===== src/cyl_select_map.svh =====
// Constants for the cylinder address and drive select logic
`ifndef CYL_SELECT_MAP_SVH
`define CYL_SELECT_MAP_SVH

// Cylinder address width and highest valid cylinder
`define CYL_ADDR_W 9
`define CYL_MAX_VALID 9'h197

// Cylinder register value after reset or return to zero
`define CYL_RESET_VAL 9'h000

// Bit positions in the synchronised pin bundle
`define PIN_ADDR_LSB 0
`define PIN_LOAD 9
`define PIN_PICK_A 10
`define PIN_PICK_B 11
`define PIN_PLATTER 12
`define PIN_RESTORE 13
`define PIN_W 14

// Idle level of every active low pin
`define PIN_IDLE 14'h3fff

// Synchroniser depth
`define SYNC_STAGES 3

`endif


===== src/cyl_select_pkg.sv =====
// Types for the cylinder address and drive select logic
package cyl_select_pkg;

  // Gray coded handshake states
  typedef enum logic [1:0] {
    st_idle    = 2'b00,
    st_capture = 2'b01,
    st_acked   = 2'b11,
    st_reject  = 2'b10
  } hs_state_t;

endpackage


===== src/pin_bundle_if.sv =====
// Carrier between the pin synchroniser and the core logic
`timescale 1ns/1ps
`default_nettype none

interface pin_bundle_if #(
  parameter int W = 14
);
  logic [W-1:0] raw;
  logic [W-1:0] clean;

  modport sync_side (input raw, output clean);
  modport core_side (output raw, input clean);
endinterface

`default_nettype wire


===== src/pin_sync.sv =====
// Three stage pin synchroniser with agreement filter
`timescale 1ns/1ps
`default_nettype none

`include "cyl_select_map.svh"

module pin_sync #(
  parameter int W = 14,
  parameter logic [W-1:0] IDLE = '1
) (
  input wire logic clock_in,  // System clock
  input wire logic rst_in,    // Synchronous reset, high
  pin_bundle_if.sync_side pins // Raw in, filtered out
);

  // ------------------------------------------------------------
  // Per bit chain
  // ------------------------------------------------------------
  genvar i;
  generate
    for (i = 0; i < W; i++) begin : g_bit
      logic [`SYNC_STAGES-1:0] chain;
      logic held;
      wire agree = (chain[1] == chain[2]);
      always_ff @(posedge clock_in) begin
        if (rst_in) begin
          chain <= {`SYNC_STAGES{IDLE[i]}};
          held <= IDLE[i];
        end else begin
          chain <= {chain[1:0], pins.raw[i]};
          if (agree) begin
            held <= chain[2];
          end
        end
      end
      assign pins.clean[i] = held;
    end
  endgenerate

endmodule

`default_nettype wire


===== src/disk_cylinder_address_select.sv =====
// Drive side cylinder address capture, acknowledge and drive select logic
// Overview of operation
// - Every interface line counts as asserted when low unless stated otherwise.
// - The drive captures the address lines whenever the address strobe is low and return to zero is not.
// - The drive is selected only while its select line is low and holds two logical units.
// - An unselected drive ignores all control inputs.
// - An unselected drive drives no status output except seek fault and unit ready.
// - The drive acknowledges a valid address and treats any cylinder above 407 as invalid.
// - Platter select low picks the fixed platter and high picks the removable one.
// - Return to zero is taken only while the strobe is low and clears address and faults.
`timescale 1ns/1ps
`default_nettype none

`include "cyl_select_map.svh"

module disk_cylinder_address_select
  import cyl_select_pkg::*;
#(
  parameter int CYL_W = `CYL_ADDR_W,
  parameter bit DRIVE_IS_B = 1'b0
) (
  input wire logic clock_in,                  // System clock, 100 MHz
  input wire logic rst_in,                    // Synchronous reset, high
  input wire logic [CYL_W-1:0] cyl_addr_n_in, // Cylinder address pins, bit 0 weight 1
  input wire logic cyl_addr_load_n_in,        // Address strobe pin
  input wire logic drive_a_pick_n_in,         // Drive A select pin
  input wire logic drive_b_pick_n_in,         // Drive B select pin
  input wire logic platter_pick_n_in,         // Platter select pin
  input wire logic restore_n_in,              // Return to zero pin
  input wire logic seek_fail_in,              // Mechanism reports failed seek
  input wire logic unit_ready_in,             // Mechanism reports unit ready
  output logic cyl_addr_accepted_n_out,       // Address acknowledge pin level
  output logic cyl_addr_accepted_oe_n_out,    // Acknowledge pin enable, low drives
  output logic seek_fault_n_out,              // Seek fault pin, always driven
  output logic unit_ready_n_out,              // Unit ready pin, always driven
  output logic [CYL_W-1:0] target_cyl_out,    // Held cylinder address
  output logic seek_req_out,                  // Pulse: start seek to target
  output logic restore_req_out,               // Pulse: return to track zero
  output logic addr_invalid_out,              // Strobed address out of range
  output logic selected_out,                  // This drive is selected
  output logic platter_fixed_out,             // Fixed platter chosen
  output logic [1:0] logical_unit_out         // Addressed logical unit
);

  // ------------------------------------------------------------
  // Parameter check
  // ------------------------------------------------------------
  generate
    if (CYL_W != `CYL_ADDR_W) begin : g_bad_width
      $error("cylinder address width must be nine bits");
    end
  endgenerate

  // ------------------------------------------------------------
  // Pin synchronisation
  // ------------------------------------------------------------
  pin_bundle_if #(.W(`PIN_W)) pins ();

  assign pins.raw = {restore_n_in, platter_pick_n_in, drive_b_pick_n_in,
                     drive_a_pick_n_in, cyl_addr_load_n_in, cyl_addr_n_in};

  pin_sync #(
    .W(`PIN_W),
    .IDLE(`PIN_IDLE)
  ) u_sync (
    .clock_in(clock_in),
    .rst_in(rst_in),
    .pins(pins)
  );

  // ------------------------------------------------------------
  // Pin decode, all lines asserted low
  // ------------------------------------------------------------
  wire [CYL_W-1:0] addr_val = ~pins.clean[`PIN_ADDR_LSB +: CYL_W];
  wire strobe = ~pins.clean[`PIN_LOAD];
  wire pick_a = ~pins.clean[`PIN_PICK_A];
  wire pick_b = ~pins.clean[`PIN_PICK_B];
  wire platter_low = ~pins.clean[`PIN_PLATTER];
  wire restore = ~pins.clean[`PIN_RESTORE];

  // Selected only while own line is low
  wire sel = DRIVE_IS_B ? pick_b : pick_a;

  // Control inputs count only when selected
  wire sel_strobe = sel & strobe;
  wire sel_restore = sel & restore;

  // Range check on the presented cylinder
  wire addr_ok = (addr_val <= `CYL_MAX_VALID);

  // ------------------------------------------------------------
  // Return to zero
  // ------------------------------------------------------------
  logic restore_seen;

  // Taken only with strobe low, once per assertion
  wire restore_take = sel_restore & strobe & ~restore_seen;

  // Restore holds off capture while it is asserted
  wire restore_busy = sel_restore & strobe;

  always_ff @(posedge clock_in) begin
    if (rst_in) begin
      restore_seen <= 1'b0;
    end else begin
      restore_seen <= sel_restore & strobe;
    end
  end

  // ------------------------------------------------------------
  // Address capture
  // ------------------------------------------------------------
  logic [CYL_W-1:0] cyl_reg;

  wire capture = sel_strobe & ~restore_busy;

  wire [CYL_W-1:0] next_cyl = restore_take ? `CYL_RESET_VAL :
                              capture ? addr_val :
                              cyl_reg;

  always_ff @(posedge clock_in) begin
    if (rst_in) begin
      cyl_reg <= `CYL_RESET_VAL;
    end else begin
      cyl_reg <= next_cyl;
    end
  end

  // ------------------------------------------------------------
  // Strobe handshake
  // ------------------------------------------------------------
  hs_state_t state;
  hs_state_t next_state;

  always_comb begin
    next_state = state;
    case (state)
      st_idle: begin
        if (capture) begin
          next_state = st_capture;
        end
      end
      st_capture: begin
        if (!capture) begin
          next_state = st_idle;
        end else if (addr_ok) begin
          next_state = st_acked;
        end else begin
          next_state = st_reject;
        end
      end
      st_acked: begin
        if (!capture) begin
          next_state = st_idle;
        end else if (!addr_ok) begin
          next_state = st_reject;
        end
      end
      st_reject: begin
        if (!capture) begin
          next_state = st_idle;
        end else if (addr_ok) begin
          next_state = st_acked;
        end
      end
      default: begin
        next_state = st_idle;
      end
    endcase
  end

  always_ff @(posedge clock_in) begin
    if (rst_in) begin
      state <= st_idle;
    end else begin
      state <= next_state;
    end
  end

  wire ack_now = (next_state == st_acked);
  wire ack_rise = ack_now & (state != st_acked);

  // ------------------------------------------------------------
  // Seek fault latch, set wins over restore clear
  // ------------------------------------------------------------
  logic fault;

  wire next_fault = seek_fail_in | (fault & ~restore_take);

  always_ff @(posedge clock_in) begin
    if (rst_in) begin
      fault <= 1'b0;
    end else begin
      fault <= next_fault;
    end
  end

  // ------------------------------------------------------------
  // Logical unit decode
  // ------------------------------------------------------------
  // Low platter line picks the fixed platter
  wire fixed_pick = platter_low;

  // Drive A gives units 0 and 1, drive B units 2 and 3
  wire [1:0] next_unit = {DRIVE_IS_B, ~fixed_pick};

  // ------------------------------------------------------------
  // Output registers
  // ------------------------------------------------------------
  always_ff @(posedge clock_in) begin
    if (rst_in) begin
      cyl_addr_accepted_n_out <= 1'b1;
      cyl_addr_accepted_oe_n_out <= 1'b1;
      seek_fault_n_out <= 1'b1;
      unit_ready_n_out <= 1'b1;
      target_cyl_out <= `CYL_RESET_VAL;
      seek_req_out <= 1'b0;
      restore_req_out <= 1'b0;
      addr_invalid_out <= 1'b0;
      selected_out <= 1'b0;
      platter_fixed_out <= 1'b0;
      logical_unit_out <= 2'h0;
    end else begin
      cyl_addr_accepted_n_out <= ~(ack_now & sel);
      cyl_addr_accepted_oe_n_out <= ~sel;
      seek_fault_n_out <= ~next_fault;
      unit_ready_n_out <= ~(unit_ready_in & ~next_fault);
      target_cyl_out <= next_cyl;
      seek_req_out <= ack_rise;
      restore_req_out <= restore_take;
      addr_invalid_out <= (next_state == st_reject);
      selected_out <= sel;
      platter_fixed_out <= sel ? fixed_pick : platter_fixed_out;
      logical_unit_out <= sel ? next_unit : logical_unit_out;
    end
  end

endmodule

`default_nettype wire


===== config.mk =====
export PLATFORM = sky130hd
export DESIGN_NAME = disk_cylinder_address_select
export DESIGN_NICKNAME = d
export VERILOG_FILES = /design/src/cyl_select_pkg.sv /design/src/pin_bundle_if.sv /design/src/pin_sync.sv /design/src/disk_cylinder_address_select.sv
export VERILOG_INCLUDE_DIRS = /design/src
export SDC_FILE = /design/constraint.sdc
export NUM_CORES = 1
export LEC_CHECK = 0
export BUFFER_PORTS_ARGS = -buffer_cell sky130_fd_sc_hd__buf_2
export CAP_MARGIN = 20
export CORE_MARGIN = 4
export CORE_UTILIZATION = 35
export DETAILED_ROUTE_END_ITERATION = 12
export GPL_ROUTABILITY_DRIVEN = 0
export SLEW_MARGIN = 20
export SYNTH_ARGS = -nofsm -noshare
export SYNTH_HDL_FRONTEND = slang
export SYNTH_SLANG_ARGS = --single-unit

===== constraint.sdc =====
create_clock -name clock_in -period 1.19 [get_ports clock_in]
set_input_delay 0.0595 -clock clock_in [delete_from_list [all_inputs] [get_ports clock_in]]
set_output_delay 0.0595 -clock clock_in [all_outputs]
set_load 0.01 [all_outputs]

==> run_results.csv, run 1 <==
group,metric,value,unit
status,status,"finished with violations",
status,violations,"setup timing",
setup_path,cp_slowest_cell,"or4b_4",
cells_and_area,synthToLayoutAreaGrowth,30.0,%
synth,synth_top_area_share,0.661,
timing,tns,-0.150,ns
clock_tree,cts_tree,"yes",
synth,syn_inst,202,
timing,drv_slew,0,
floorplanning,die_area,7840,µm²
setup_path,critPathLaunchType,"register",
setup_path,endpoint_kind,"register",
detailed_routing,viasPerCell,4.35,
synth,synth-compound-area-share,0.120,
timing,finClkSkew,0.00607,ns
grt,grt_max_degree,61,
setup_path,cp_max_fo,7,
detailed_routing,ant_nets,0,
synth,synth_edf_count,0,
setup_path,reg2reg_depth,3,
setup_path,ff2ff_setup_slack,-0.05,ns
detailed_routing,drt-pass1-iter-count,4,
setup_path,crit_start,"u_sync.g_bit[9].held",
synth,yosysMostFrequentCell,"dfxtp_1",
synth,ys_seq_area_frac,0.661,
grt,grt_usage,0.105,
floorplanning,die_h,88.6,µm
timing,holdWs,0.130,ns
grt,grt_overflow,0,
cells_and_area,num-fill-cells,596,
floorplanning,initial_core_util,0.360,
timing,final_hold_viol_count,0,
grt,grt_pass1_vias,1438,
placement,dp_hpwl,2.17,mm
synth,ys_seq_elements,75,
placement,pre_cts_slack,-0.0935,ns
synth,synthMuxAreaShare,0.00441,
power_and_ir_drop,p_clk_frac,0.410,
worst_hold_path,hp-start,"rst_in",
setup_path,crit_chain,"or4b_4, nor2_4, nand2_1",
timing,finalSetupViolCount,8,
setup_path,cp_slowest_stage_delay,0.62,ns
setup_path,critPathKind,"reg2reg",
synth,synth_xor_area_frac,0.00386,
power_and_ir_drop,p_seq_frac,0.554,
detailed_routing,wl_per_cell,10.6,µm
synth,synth_area_leaders,"dfxtp_1, or2_2, o21bai_1",
grt,grt_pass1_wl,6.07,mm
timing,setup_slack,-0.0503,ns
cells_and_area,nets,280,
setup_path,r2r-start,"u_sync.g_bit[9].held",
synth,syn-num-nets,220,
power_and_ir_drop,power_switching_share,0.200,
clock_tree,clkTransAtPathRegs,0.07,ns
synth,yosysTopAreaCell,"dfxtp_1",
power_and_ir_drop,p_per_area,1590,nW/µm²
cells_and_area,diodes,0,
job,cap_viol_max_count,0,
worst_hold_path,hold_depth,3,
setup_path,crit_arrival,1.47,ns
synth,synthFlopType,"dfxtp_1",
power_and_ir_drop,p_int,0.00374,W
detailed_routing,wirelength,3.63,mm
detailed_routing,route.vias.total,1491,
synth,syn_area_per_cell,11.2,µm²
grt,antenna_found_initial,0,
clock_tree,h-tree-depth,3,
setup_path,critPathRequiredTime,1.42,ns
timing,rsz0062_at_grt,"true",
synth,yosys-top-cells-count,"dfxtp_1, or2_2, nor2_1",
power_and_ir_drop,ir_worst_vdd,0.691,mV
cells_and_area,fin_util,0.467,
synth,synth_top_family_by_area,"simple AND/OR/NAND/NOR gates",
floorplanning,die_w,88.6,µm
synth,synth_adder_area_share,0,
synth,async_flop_share,0,
worst_hold_path,hold_path_class,"in2reg",
power_and_ir_drop,totalPowerFinal,0.00468,W
clock_tree,clock_latency,0.33,ns
cells_and_area,layout-drive-gt1-share,0.410,
synth,yosysWarnings,0,
floorplanning,std_cell_rows,29,
power_and_ir_drop,p_switching,0.000938,W
clock_tree,cts.sinks,75,
clock_tree,cts_root_buf,"clkbuf_8",
synth,synthesis.area,2270,µm²
clock_tree,cts_buffer_depth,2,
synth,yosysUniqueCellTypes,25,
timing,finalCriticalPeriod,1.24,ns
detailed_routing,drtIter0Drc,57,
timing,fmax,806,MHz
timing,period_share,1.04,
floorplanning,io_pins,38,
power_and_ir_drop,combPwrFrac,0.036,
clock_tree,cts_buffers,9,
placement,portBuffers,35,
power_and_ir_drop,p_leak,1.21,nW
detailed_routing,drcViolationCount,0,
floorplanning,core-area,6310,µm²
synth,synth-simple-area-share,0.179,
## logic make-up (layout without fill, tap and decap cells)
group	after synthesis	in the layout
AOI/OAI and AO/OA	40	40
xor gates and xnor gates	1	1
buffers and inverters	11	74
DFF	75	75
muxes	1	1
other	1	1
and+or+nand+nor	73	74
## cell usage in the layout, fill, tap and decap left out, types with 2 or more instances in the layout
| cell | n |
|---|---|
| clkinvlp_4 | 2 |
| o2bb2ai_1 | 9 |
| or4b_4 | 2 |
| buf_2 | 35 |
| nor3_2 | 2 |
| dfxtp_2 | 4 |
| inv_1 | 2 |
| a21oi_4 | 2 |
| a21oi_1 | 15 |
| clkbuf_8 | 11 |
| dfxtp_1 | 71 |
| buf_4 | 6 |
| dlygate4sd3_1 | 15 |
| or2_2 | 39 |
| nand2_1 | 2 |
| o21bai_1 | 13 |
| nor2_1 | 21 |
## cell type report
cell class / count / area [µm²] / area share
Timing Repair Buffer: 57 / 382 / 0.129
Tap cell: 77 / 96.3 / 0.0326
Multi-Input combinational cell: 117 / 758 / 0.257
Sequential cell: 75 / 1510 / 0.510
Clock buffer: 11 / 151 / 0.0513
Inverter: 2 / 7.51 / 0.00254
Clock inverter: 4 / 50.0 / 0.0170
## sequential cells by signal (all words and copies together) (netlist names)
register and cells:
u_sync.g_bit.chain 39, u_sync.g_bit.held 13, target_cyl_out 9, state 2, addr_invalid_out 1, cyl_addr_accepted_n_out 1, cyl_addr_accepted_oe_n_out 1, fault 1
logical_unit_out 1, platter_fixed_out 1, restore_req_out 1, restore_seen 1, seek_fault_n_out 1, seek_req_out 1, selected_out 1, unit_ready_n_out 1
## repair_timing
| action | 4_1_cts | 5_1_grt |
|---|---|---|
| setup endpoints to repair | 10 | 17 |
| cloned | 0 | 1 |
| endpoints found under the hold margin | 15 | 0 |
| resized for setup | 2 | 11 |
| hold buffers | 15 | 0 |
| pin swaps | 0 | 5 |
| setup buffers | 0 | 0 |
## per-layer routing
metal,vias to the layer above,global-route usage,share of wire
met5,-,0,0
met4,0,0.0742,0.029
met3,9,0.0475,0.057
met2,30,0.152,0.42
met1,662,0.123,0.49
li1,790,-,-
## worst paths after layout
kind                                            endpoint
worst max register to register   cyl_addr_accepted_n_out
worst min register to register  u_sync.g_bit[8].chain[1]
worst min-delay path                            state[0]
worst max-delay path             cyl_addr_accepted_n_out
## critical path: cells and delay by family (launching register included)
family,cells,cell delay [ns]
flip-flops,1,0.35
AND/OR/NAND/NOR,3,0.78
## through the flow
| step | area, µm² | instances |
|---|---|---|
| floorplan | 2280 | 202 |
| global placement | 2540 | 312 |
| detailed placement | 2540 | 312 |
| CTS | 2900 | 342 |
| global route | 2950 | 343 |
| finish | 2950 | 343 |
## power groups by stage
stage | sequential [W] | combinational, W | clock [W]
2_1_floorplan | 0.00265 | 0.0000836 | 0
3_3_place_gp | 0.00265 | 0.000127 | 0
3_5_place_dp | 0.00265 | 0.000128 | 0
4_1_cts | 0.00259 | 0.000167 | 0.00200
5_1_grt | 0.00260 | 0.000191 | 0.00210
6_report | 0.00259 | 0.000169 | 0.00192
Power figures use the tool's default switching activity.
==> run 2, diff against run 1 <==
==> constraint.sdc (replaced) <==
create_clock -name clock_in -period 1.5 [get_ports clock_in]
set_input_delay 0.075 -clock clock_in [delete_from_list [all_inputs] [get_ports clock_in]]
set_output_delay 0.075 -clock clock_in [all_outputs]
set_load 0.01 [all_outputs]
==> run 2 against run 1 <==
Against the previous run:
- largest cell class unchanged
- clock power fell by 18%
- sequential share of layout area rose by 1.2 points
- sequential power fell by 20%
- die area did not move
- cell area fell by 2.7%
- cell count fell by 1.7%
- critical path depth did not move
- fmax fell by 7.6%
- register-to-register slack improved by 0.21 ns
- the flow now finishes without violations
- combinational power fell by 25%
- non-clock buffer count fell by 5
==> run_results.csv, run 2 (same netlist as run 1, synthesis figures left out) <==
group,metric,value,unit
setup_path,endpoint_kind,"register",
setup_path,ff2ff_setup_slack,0.16,ns
detailed_routing,route.vias.total,1465,
placement,dp_hpwl,2.12,mm
detailed_routing,drcViolationCount,0,
timing,rsz0062_at_grt,"false",
detailed_routing,drt-pass1-iter-count,3,
placement,portBuffers,35,
detailed_routing,wl_per_cell,9.82,µm
cells_and_area,synthToLayoutAreaGrowth,26.5,%
setup_path,cp_max_fo,6,
power_and_ir_drop,p_per_area,1310,nW/µm²
clock_tree,cts_buffers,9,
setup_path,critPathRequiredTime,1.71,ns
timing,finClkSkew,0.00521,ns
clock_tree,ctsResizeCount,0,
timing,fmax,745,MHz
cells_and_area,nets,274,
detailed_routing,ant_nets,0,
floorplanning,io_pins,38,
floorplanning,std_cell_rows,29,
setup_path,r2r_end,"unit_ready_n_out",
clock_tree,clock_latency,0.33,ns
grt,grt_overflow,0,
timing,period_share,0.895,
worst_hold_path,hp-start,"rst_in",
detailed_routing,wirelength,3.31,mm
clock_tree,cts_root_buf,"clkbuf_8",
cells_and_area,layout-drive-gt1-share,0.358,
setup_path,reg2reg_depth,3,
grt,grt_usage,0.0979,
cells_and_area,diodes,0,
cells_and_area,final_common_cell,"dfxtp_1",
floorplanning,die_h,88.6,µm
cells_and_area,top_register,"u_sync.g_bit.chain",
power_and_ir_drop,p_leak,1.19,nW
grt,grt_pass1_wl,5.67,mm
floorplanning,initial_core_util,0.360,
grt,antenna_found_initial,1,
grt,grt_max_degree,61,
setup_path,r2r-start,"u_sync.g_bit[9].held",
setup_path,critPathKind,"reg2reg",
cells_and_area,reg.largest.list,"u_sync.g_bit.chain (39), u_sync.g_bit.held (13), target_cyl_out (9)",
clock_tree,h-tree-depth,3,
timing,finalSetupViolCount,0,
timing,tns,0,ns
setup_path,crit_arrival,1.55,ns
detailed_routing,drtIter0Drc,62,
placement,dpl_cell_area,2510,µm²
cells_and_area,num-fill-cells,611,
clock_tree,cts_buffer_depth,2,
clock_tree,cts.sinks,75,
worst_hold_path,hold_depth,3,
cells_and_area,final_cell_mix,"dfxtp_1, or2_2, buf_2",
setup_path,critPathLaunchType,"register",
timing,drv_slew,0,
worst_hold_path,min_to,"state[0]",
grt,grt_pass1_vias,1314,
timing,final_hold_viol_count,0,
clock_tree,clkTransAtPathRegs,0.07,ns
floorplanning,die_w,88.6,µm
floorplanning,die_area,7840,µm²
cells_and_area,design_area,2870,µm²
clock_tree,cts.hold.buffers_added,15,
worst_hold_path,hold_path_class,"in2reg",
power_and_ir_drop,ir_worst_vdd,0.652,mV
timing,finalCriticalPeriod,1.34,ns
cells_and_area,largest_register_ffs,39,
clock_tree,post_cts_buffers,0,
status,status,"finished, final reports clean",
clock_tree,cts_tree,"yes",
job,cap_viol_max_count,0,
floorplanning,core-area,6310,µm²
detailed_routing,viasPerCell,4.35,
## run 2: changes by cell type in the layout (fill, tap and decap cells not counted), sizes merged
cell and delta:
clkinv -1, or4b -1, clkbuf +3, clkinvlp -2, buf -5
## run 2: power breakdown
part	total [W]	switching, W	internal [W]
logic	0.000127	0.0000450	0.0000825
registers	0.00206	0.0000166	0.00204
clock network	0.00158	0.000638	0.000942
## run 2: layout make-up
type / count / area (µm²) / area share
clock inverters: 1 / 30.0 / 0.0105
well taps: 77 / 96.3 / 0.0335
repair buffers: 52 / 353 / 0.123
inverters: 2 / 7.51 / 0.00261
multi-input cells: 116 / 702 / 0.244
flip-flops and latches: 75 / 1500 / 0.523
clock buffers: 14 / 183 / 0.0636
## run 2: worst max-delay path by stage
stage                                   to  cells after the start                   from  slack, ns
after floorplan           unit_ready_n_out                      4  u_sync.g_bit[10].held       0.18
after global placement    unit_ready_n_out                      3   u_sync.g_bit[9].held       0.18
after detailed placement  unit_ready_n_out                      3   u_sync.g_bit[9].held       0.16
after CTS                 unit_ready_n_out                      3   u_sync.g_bit[9].held       0.14
after global routing      unit_ready_n_out                      3   u_sync.g_bit[9].held       0.08
final                     unit_ready_n_out                      3   u_sync.g_bit[9].held       0.16
## run 2: worst max-delay path, stage by stage, from the launching register on
cell and delay, ns:
dfxtp_1 0.35, or4_1 0.53, a21oi_1 0.24, nand3b_1 0.09
## run 2: per-layer routing
metal  GRT usage  up-vias  wire length [µm]
met4      0.0495        2                78
met2       0.145       30              1490
li1            -      773                 -
met1       0.105      650              1450
met5           0        -                12
met3      0.0689       10               280
## run 2: metrics by stage
stage                util  hold WS (ns)  std cells  setup WS [ns]  total power, W
floorplan               -         0.162        202          0.182         0.00216
global placement    0.398         0.258        307          0.184         0.00220
detailed placement  0.398         0.260        307          0.163         0.00220
CTS                 0.455         0.157        337          0.145         0.00383
global route        0.455         0.172        337         0.0834         0.00394
finish              0.455         0.169        337          0.157         0.00376
